<file path="src/common/fts_pkg.sv">
// fts_pkg: field layout, codes and reset values of the fpu tag/status/control registers
// assumes: one clock domain, registers reached through a dedicated core-side port
package fts_pkg;
    localparam int          NUM_REGS        = 8;
    localparam int          WORD_W          = 16;
    localparam int          ADDR_W          = 32;
    // register selects on the core-side port
    localparam logic [1:0]  SEL_CLASS       = 2'h0;
    localparam logic [1:0]  SEL_COND        = 2'h1;
    localparam logic [1:0]  SEL_SETUP       = 2'h2;
    localparam logic [1:0]  SEL_PTRS        = 2'h3;
    // class codes
    localparam logic [1:0]  CLS_VALID       = 2'h0;
    localparam logic [1:0]  CLS_ZERO        = 2'h1;
    localparam logic [1:0]  CLS_SPECIAL     = 2'h2;
    localparam logic [1:0]  CLS_EMPTY       = 2'h3;
    // condition word positions
    localparam int          POS_BUSY_COPY   = 15;
    localparam int          POS_CC_HI       = 14;
    localparam int          POS_TOP_LO      = 11;
    localparam int          POS_CC_LO       = 8;
    localparam int          POS_ERR_SUM     = 7;
    localparam int          POS_STK_FAULT   = 6;
    localparam int          NUM_EXC         = 6;
    // setup word positions
    localparam int          POS_ROUND_LO    = 10;
    localparam int          POS_PREC_LO     = 8;
    localparam logic [15:0] SETUP_WR_MASK   = 16'h0f3f;
    // reset values
    localparam logic [15:0] CLASS_RST       = 16'hffff;
    localparam logic [15:0] COND_RST        = 16'h0000;
    localparam logic [15:0] SETUP_RST       = 16'h033f;
    typedef enum logic [1:0] {
        FTS_RND_NEAREST,
        FTS_RND_DOWN,
        FTS_RND_UP,
        FTS_RND_TRUNC
    } fts_round_t;
    typedef enum logic [1:0] {
        FTS_PREC_24,
        FTS_PREC_RSVD,
        FTS_PREC_53,
        FTS_PREC_64
    } fts_prec_t;
endpackage

</file>
<file path="src/logic/fts_regs.sv">
// fts_regs: class word, condition word and operating setup of the fpu, plus pointers
// assumes: execution unit reports events one cycle wide; core reads/writes via sel port
// assumes: all inputs synchronous to clk; rst_b asynchronous, active low
// outputs are flop copies; reads show same-edge updates
// How it works
// - eight 2-bit classes: valid, zero, special, empty
// - denormal, infinity, NaN, unsupported classed special
// - classes follow register writes automatically
// - register n class at bits 2n+1:2n
// - bit 15 mirrors error summary bit 7
// - condition codes at 14 and 10:8
// - bits 13:11 hold stack top number
// - error summary set on unmasked exception
// - bit 6 flags stack overflow/underflow
// - bits 5:0 record six exception flags
// - condition word readable at all times
// - setup 11:10 select rounding mode
// - setup 9:8 select result precision
// - setup 5:0 mask exceptions, flag positions
// - keep instruction and operand pointers
// - fpu runs concurrently with integer core
module fts_regs #(
    parameter int NUM_REGS = fts_pkg::NUM_REGS
) (
    input  wire logic                      clk,
    input  wire logic                      rst_b,
    // core-side register port
    input  wire logic                      reg_wr,
    input  wire logic [1:0]                reg_sel,
    input  wire logic [15:0]               reg_wdata,
    output logic [15:0]                    reg_rdata,
    // execution unit: data register write with classification inputs
    input  wire logic                      dreg_wr,
    input  wire logic [2:0]                dreg_idx,
    input  wire logic                      dreg_is_zero,
    input  wire logic                      dreg_is_denormal,
    input  wire logic                      dreg_is_inf,
    input  wire logic                      dreg_is_nan,
    input  wire logic                      dreg_is_unsupported,
    input  wire logic                      dreg_free,
    // execution unit: stack and result status
    input  wire logic                      top_wr,
    input  wire logic [2:0]                top_val,
    input  wire logic                      cc_wr,
    input  wire logic [3:0]                cc_val,
    input  wire logic [5:0]                exc_event,
    input  wire logic                      stack_fault_event,
    input  wire logic                      busy_in,
    // pointer capture at instruction issue
    input  wire logic                      instr_issue,
    input  wire logic [31:0]               instr_addr,
    input  wire logic                      operand_valid,
    input  wire logic [31:0]               operand_addr,
    // outputs to execution and core
    output logic [1:0]                     rounding_select,
    output logic [1:0]                     precision_select,
    output logic                           fpu_trap,
    output logic                           fpu_busy,
    output logic [31:0]                    instr_ptr,
    output logic [31:0]                    operand_ptr
);
    initial begin
        if (NUM_REGS != 8) $error("fts_regs supports exactly eight data registers");
        if (fts_pkg::WORD_W != 16) $error("fts_regs assumes sixteen-bit register words");
        if (fts_pkg::NUM_EXC != 6) $error("fts_regs assumes six exception flags");
        if (2 * NUM_REGS != fts_pkg::WORD_W) $error("class fields must fill one word");
        if (fts_pkg::POS_ERR_SUM != 7) $error("error summary must sit at bit 7");
        if (fts_pkg::POS_BUSY_COPY != 15) $error("summary copy must sit at bit 15");
    end

    logic [15:0] fpu_class_word;
    logic [15:0] cond_flags;      // bits 14:0; bit 15 derived
    // condition word fields, one flop group each
    logic [5:0]  exc_flags;
    logic        stack_fault_flag;
    logic        error_summary;
    logic [2:0]  stack_top;
    logic        cond_code_hi;
    logic [2:0]  cond_code_lo;
    logic [15:0] fpu_operating_setup;
    logic [15:0] fpu_condition_word;

    // class encoding from classification inputs
    function automatic logic [1:0] fts_classify(
        input logic free,
        input logic zero,
        input logic spec
    );
        if (free)
            fts_classify = fts_pkg::CLS_EMPTY;
        else if (spec)
            fts_classify = fts_pkg::CLS_SPECIAL;
        else if (zero)
            fts_classify = fts_pkg::CLS_ZERO;
        else
            fts_classify = fts_pkg::CLS_VALID;
    endfunction

    wire logic       dreg_special = dreg_is_denormal
                                    | dreg_is_inf
                                    | dreg_is_nan
                                    | dreg_is_unsupported;
    wire logic [1:0] new_class    = fts_classify(dreg_free, dreg_is_zero, dreg_special);

    // register select decode, shared by write strobes and read mux
    function automatic logic fts_sel_hit(
        input logic [1:0] sel,
        input logic [1:0] code
    );
        fts_sel_hit = (sel == code);
    endfunction

    wire logic       hit_class    = fts_sel_hit(reg_sel, fts_pkg::SEL_CLASS);
    wire logic       hit_cond     = fts_sel_hit(reg_sel, fts_pkg::SEL_COND);
    wire logic       hit_setup    = fts_sel_hit(reg_sel, fts_pkg::SEL_SETUP);
    wire logic       wr_class     = reg_wr && hit_class;
    wire logic       wr_cond      = reg_wr && hit_cond;
    wire logic       wr_setup     = reg_wr && hit_setup;

    // per-register class fields
    logic [15:0] next_class_word;
    genvar g;
    generate
        for (g = 0; g < NUM_REGS; g++) begin : g_cls
            wire logic       hw_hit  = dreg_wr && (dreg_idx == 3'(g));
            wire logic [1:0] sw_val  = reg_wdata[2*g+1:2*g];
            wire logic [1:0] old_val = fpu_class_word[2*g+1:2*g];
            // hardware classification wins over a same-cycle software write
            assign next_class_word[2*g+1:2*g] =
                hw_hit     ? new_class
                : wr_class ? sw_val
                : old_val;
        end
    endgenerate

    // unmasked exceptions: mask bit 1 suppresses
    wire logic [5:0] exc_mask   = fpu_operating_setup[5:0];
    wire logic [5:0] unmasked   = exc_event & ~exc_mask;
    wire logic       sf_unmask  = stack_fault_event & ~exc_mask[0];
    wire logic       err_event  = |unmasked | sf_unmask;

    // status next value; hardware set wins over software write
    wire logic [15:0] cond_base = wr_cond ? {1'b0, reg_wdata[14:0]} : cond_flags;
    // each exception flag is sticky; stack fault also reports invalid
    logic [5:0] next_exc;
    genvar e;
    generate
        for (e = 0; e < fts_pkg::NUM_EXC; e++) begin : g_exc
            wire logic from_sw  = cond_base[e];
            wire logic from_exc = exc_event[e];
            wire logic from_sf  = (e == 0) ? stack_fault_event : 1'b0;
            assign next_exc[e] = from_sw | from_exc | from_sf;
        end
    endgenerate
    wire logic        next_sf   = cond_base[fts_pkg::POS_STK_FAULT] | stack_fault_event;
    wire logic        next_es   = cond_base[fts_pkg::POS_ERR_SUM] | err_event;
    wire logic [2:0]  next_top  = top_wr ? top_val : cond_base[13:11];
    wire logic        next_c3   = cc_wr ? cc_val[3] : cond_base[fts_pkg::POS_CC_HI];
    wire logic [2:0]  next_clo  = cc_wr ? cc_val[2:0] : cond_base[10:8];
    wire logic [15:0] next_cond = {
        1'b0,
        next_c3,
        next_top,
        next_clo,
        next_es,
        next_sf,
        next_exc
    };

    // reserved setup bits read back as zero
    wire logic [15:0] setup_wr_val = reg_wdata & fts_pkg::SETUP_WR_MASK;
    wire logic [15:0] next_setup   = wr_setup ? setup_wr_val : fpu_operating_setup;
    // field views of the setup word
    wire logic [1:0]  next_round   = next_setup[fts_pkg::POS_ROUND_LO +: 2];
    wire logic [1:0]  next_prec    = next_setup[fts_pkg::POS_PREC_LO +: 2];

    // assembled condition word with mirror of error summary
    assign fpu_condition_word = {next_cond[fts_pkg::POS_ERR_SUM], next_cond[14:0]};

    // reads show this edge's updates
    wire logic [15:0] next_rdata =
        hit_class   ? next_class_word
        : hit_cond  ? fpu_condition_word
        : hit_setup ? next_setup
        : 16'h0000;

    // class word
    always_ff @(posedge clk or negedge rst_b) begin
        if (!rst_b) begin
            fpu_class_word <= fts_pkg::CLASS_RST;
        end else begin
            fpu_class_word <= next_class_word;
        end
    end

    // sticky exception flags
    always_ff @(posedge clk or negedge rst_b) begin
        if (!rst_b) begin
            exc_flags <= fts_pkg::COND_RST[5:0];
        end else begin
            exc_flags <= next_exc;
        end
    end

    // stack fault flag
    always_ff @(posedge clk or negedge rst_b) begin
        if (!rst_b) begin
            stack_fault_flag <= fts_pkg::COND_RST[fts_pkg::POS_STK_FAULT];
        end else begin
            stack_fault_flag <= next_sf;
        end
    end

    // error summary
    always_ff @(posedge clk or negedge rst_b) begin
        if (!rst_b) begin
            error_summary <= fts_pkg::COND_RST[fts_pkg::POS_ERR_SUM];
        end else begin
            error_summary <= next_es;
        end
    end

    // stack top pointer
    always_ff @(posedge clk or negedge rst_b) begin
        if (!rst_b) begin
            stack_top <= fts_pkg::COND_RST[fts_pkg::POS_TOP_LO +: 3];
        end else begin
            stack_top <= next_top;
        end
    end

    // condition code high bit
    always_ff @(posedge clk or negedge rst_b) begin
        if (!rst_b) begin
            cond_code_hi <= fts_pkg::COND_RST[fts_pkg::POS_CC_HI];
        end else begin
            cond_code_hi <= next_c3;
        end
    end

    // condition code low bits
    always_ff @(posedge clk or negedge rst_b) begin
        if (!rst_b) begin
            cond_code_lo <= fts_pkg::COND_RST[fts_pkg::POS_CC_LO +: 3];
        end else begin
            cond_code_lo <= next_clo;
        end
    end

    assign cond_flags = {1'b0, cond_code_hi, stack_top, cond_code_lo, error_summary,
                         stack_fault_flag, exc_flags};

    // operating setup
    always_ff @(posedge clk or negedge rst_b) begin
        if (!rst_b) begin
            fpu_operating_setup <= fts_pkg::SETUP_RST;
        end else begin
            fpu_operating_setup <= next_setup;
        end
    end

    // outputs registered; status read never waits on busy
    wire logic        next_trap     = next_es;
    wire logic        next_busy     = busy_in;

    // read data
    always_ff @(posedge clk or negedge rst_b) begin
        if (!rst_b) begin
            reg_rdata <= 16'h0000;
        end else begin
            reg_rdata <= next_rdata;
        end
    end

    // rounding mode, reset value follows the setup word
    always_ff @(posedge clk or negedge rst_b) begin
        if (!rst_b) begin
            rounding_select <= fts_pkg::SETUP_RST[fts_pkg::POS_ROUND_LO +: 2];
        end else begin
            rounding_select <= next_round;
        end
    end

    // precision, reset value follows the setup word
    always_ff @(posedge clk or negedge rst_b) begin
        if (!rst_b) begin
            precision_select <= fts_pkg::SETUP_RST[fts_pkg::POS_PREC_LO +: 2];
        end else begin
            precision_select <= next_prec;
        end
    end

    // trap request to the core
    always_ff @(posedge clk or negedge rst_b) begin
        if (!rst_b) begin
            fpu_trap <= 1'b0;
        end else begin
            fpu_trap <= next_trap;
        end
    end

    // busy copy
    always_ff @(posedge clk or negedge rst_b) begin
        if (!rst_b) begin
            fpu_busy <= 1'b0;
        end else begin
            fpu_busy <= next_busy;
        end
    end

    // pointers of current instruction and operand
    // operand pointer cleared when there is no memory operand
    wire logic        ptr_load     = instr_issue;
    wire logic [31:0] next_instr   = ptr_load ? instr_addr : instr_ptr;
    wire logic [31:0] operand_sel  = operand_valid ? operand_addr : 32'h0000_0000;
    wire logic [31:0] next_operand = ptr_load ? operand_sel : operand_ptr;

    // instruction pointer
    always_ff @(posedge clk or negedge rst_b) begin
        if (!rst_b) begin
            instr_ptr <= 32'h0000_0000;
        end else begin
            instr_ptr <= next_instr;
        end
    end

    // operand pointer
    always_ff @(posedge clk or negedge rst_b) begin
        if (!rst_b) begin
            operand_ptr <= 32'h0000_0000;
        end else begin
            operand_ptr <= next_operand;
        end
    end
endmodule

</file>
<file path="config.mk">
export PLATFORM = sky130hd
export DESIGN_NAME = fts_regs
export DESIGN_NICKNAME = d
export VERILOG_FILES = /design/src/common/fts_pkg.sv /design/src/logic/fts_regs.sv
export SDC_FILE = /design/constraint.sdc
export NUM_CORES = 1
export LEC_CHECK = 0
export BUFFER_PORTS_ARGS = -buffer_cell sky130_fd_sc_hd__buf_2
export CAP_MARGIN = 20
export CORE_UTILIZATION = 45
export DETAILED_ROUTE_END_ITERATION = 10
export PLACE_DENSITY = 0.76
export SETUP_SLACK_MARGIN = 0.5
export SLEW_MARGIN = 20
export SYNTH_ARGS = -nofsm -noshare
export SYNTH_HDL_FRONTEND = slang
export SYNTH_SLANG_ARGS = --single-unit
</file>
<file path="constraint.sdc">
create_clock -name clk -period 1.3 [get_ports clk]
set_input_delay 0.325 -clock clk [delete_from_list [all_inputs] [get_ports clk]]
set_output_delay 0.325 -clock clk [all_outputs]
set_load 0.05 [all_outputs]
</file>
==> qor.csv <==
metric,value,unit
Final Cycle Share,1.37,
"Buf+Inv Stages, Crit Path",2,
synthesis warning total,0,
# fillers,647,
unrepaired setup endpoints after global routing,true,
TritonCTS clock tree,done,
Detail Route Antenna Nets,0,
Synth Area in Compound Gates,0.122,
total wire length,20500,um
area share of fa/ha/maj cells after synthesis,0,
post-synthesis sequential area ratio,0.567,
DRT Pass-1 Iters,5,
vias in the first global route,5782,
Final Max Tran Viols,0,
distinct cell type count after synthesis,47,
# rows,40,
dpl hpwl,11500,um
DIE HEIGHT,115,um
Synth Instances,514,
Worst EP arrival,2.07,ns
DIE AREA,13100,sq um
Synth Area in Simple Gates,0.121,
clock sinks,128,
antenna violations before repair,0,
largest family of logic cells by synthesized area,multiplexers,
Leak,0.00472,uW
crit-path leading delay family,compound AO/OA/AOI/OAI gates,
mux cell area share after synthesis,0.135,
multi-input logic area,2950,sq um
WL per Instance,20.6,um
final net count,927,
final setup violation count,44,
worst relative slew slack,0.639,
kind of start point of the critical path,register,
R2R Setup Slk,-0.49,ns
io pins,200,
placed insts,913,
TritonCTS buffer count,17,
fin cells,993,
VDD IR max,0.000957,V
clock skew,0.0136,ns
Hold WC Path Type,in2async,
# diodes,0,
largest net degree at the start of global routing,49,
share of cells above drive strength 1,0.749,
"Reg clk slew, reported paths",0.06,ns
I/O Buffers,199,
fraction of registers with async set/reset,1.00,
"FF+latch count, synth",128,
H-tree levels,4,
Routability Congestion,0.928,
Residual DRC,0,
WHS,-0.219,ns
first-pass GRT wire length,29700,um
Area growth syn-to-layout,75.6,%
Total Power,13300,uW
Post-Syn Nets,628,
Critical Path End Type,register,
mapped cell area,5710,sq um
clk buf depth,2,
Clock Latency Late Sink,0.42,ns
Avg Inst Size Synth,11.1,sq um
Hold Fails Final Rpt,14,
Power Dens Cells,1320,nW/um^2
Post-Synth XOR/XNOR Area,0,
Main synth FF type,dfrtp_1,
status,finished with violations,
post-synth top area share,0.456,
crit-path max cell delay,0.53,ns
min Tclk post-route,1.79,ns
synth top area cells,"dfrtp_1 46%, dfstp_2 11%, mux2_2 9.7%",
Vias,5506,
drt via density,5.54,
crit-path cells,inv_1 > a222oi_1 > buf_4 > a31oi_2 > a211o_1,
total track usage,0.302,
fmax,0.560,GHz
total grt overflow,0,
Required @ worst endpoint,1.59,ns
core region area,12200,sq um
CP max stage cell,dfstp_2,
die width,115,um
worst setup margin,-0.487,ns
Root Buffer,clkbuf_16,
Synth area leader,dfrtp_1,
initial drt markers,306,
Max Cap Viol,0,
failing checks,"hold timing, setup timing",
Post-synth EDFFs,0,
Starting Density,0.469,
Worst-Margin Slew,0.542,ns
Crit Path Category,reg2reg,
register area,3330,sq um
CP Max Fanout,2,
## what timing repair did
item                                   in CTS  in global routing
gates resized for setup                   316                 45
gates cloned                                2                  1
setup endpoints to repair                 147                173
endpoints found under the hold margin      14                 14
pin swaps                                  53                 33
buffers inserted                           26                 20
## state kept, by name, indices dropped and copies added (netlist names), 3 cells and up
name / count
stack_top: 3
operand_ptr: 32
fpu_operating_setup: 14
reg_rdata: 16
instr_ptr: 32
fpu_class_word: 16
cond_code_lo: 3
exc_flags: 6
## cells in the mapped netlist (6+ instances only)
master,count
a21o_1,7
a21oi_1,17
a22oi_1,14
a2bb2oi_1,7
and2_1,11
buf_2,9
buf_4,7
clkbuf_1,15
dfrtp_1,104
dfstp_2,24
inv_1,39
mux2_2,49
mux2i_1,22
nand2_1,43
nand3_1,35
nand3b_1,6
nor2_1,16
o21ai_0,37
## per-layer routing
metal,share of wire,vias up,GRT usage
met5,0,-,0
met4,0.050,0,0.163
met3,0.066,87,0.0810
met2,0.51,304,0.507
met1,0.37,2722,0.352
li1,-,2393,-
## layout make-up
class                      instances  share of cell area
sequential                       128               0.333
clock inverter                     4             0.00225
inverter                          40              0.0154
timing repair buffer             313               0.280
clock buffer                      27              0.0542
tap                              168              0.0210
multi-input combinational        313               0.295
## cells by family (layout without fill, tap and decap cells)
kind of cell | after synthesis | count (layout)
flip-flops | 128 | 128
buffers and inverters | 74 | 384
AO/OA/AOI/OAI | 106 | 106
AND/OR/NAND/NOR | 135 | 136
multiplexers | 71 | 71
## placed cells by master (no fill, tap or decap), types with 15 or more instances in the layout
| master | instances |
|---|---|
| dfstp_2 | 24 |
| buf_8 | 15 |
| dfrtp_1 | 23 |
| clkbuf_16 | 18 |
| o21ai_1 | 32 |
| nand3_2 | 34 |
| nand2_2 | 19 |
| buf_2 | 102 |
| inv_1 | 37 |
| mux2i_1 | 19 |
| dfrtp_2 | 81 |
| mux2_4 | 48 |
| buf_6 | 114 |
| buf_4 | 69 |
## per-stage QoR
step | hold WS, ns | utilization | setup TNS, ns | setup WS, ns | cell area, sq um
CTS | -0.230 | 0.791 | -2.51 | -0.398 | 9620
detailed placement | 0.216 | 0.638 | -11.97 | -0.437 | 7760
global route | -0.216 | 0.824 | -3.47 | -0.499 | 10000
finish | -0.219 | 0.824 | -1.75 | -0.487 | 10000
global placement | 0.215 | 0.638 | -10.81 | -0.423 | 7760
floorplan | 0.0294 | - | -3.23 | -0.279 | 6360
## worst paths after layout
kind / start / end / cells after the start
setup / recovery: fpu_operating_setup[3] / reg_rdata[7] / 5
min in group clk: busy_in / fpu_busy / 1
hold / removal: rst_b / operand_ptr[0] / 1
setup reg to reg: fpu_operating_setup[3] / reg_rdata[7] / 5
hold reg to reg: fpu_class_word[15] / fpu_class_word[15] / 2
max in group asynchronous: rst_b / instr_ptr[3] / 2
## where the power goes
part | switching (uW) | internal (uW)
Sequential | 325 | 4570
Clock | 1690 | 2830
Combinational | 2100 | 1760
Total | 4120 | 9150
No activity file was read; power rests on OpenSTA's default activity.
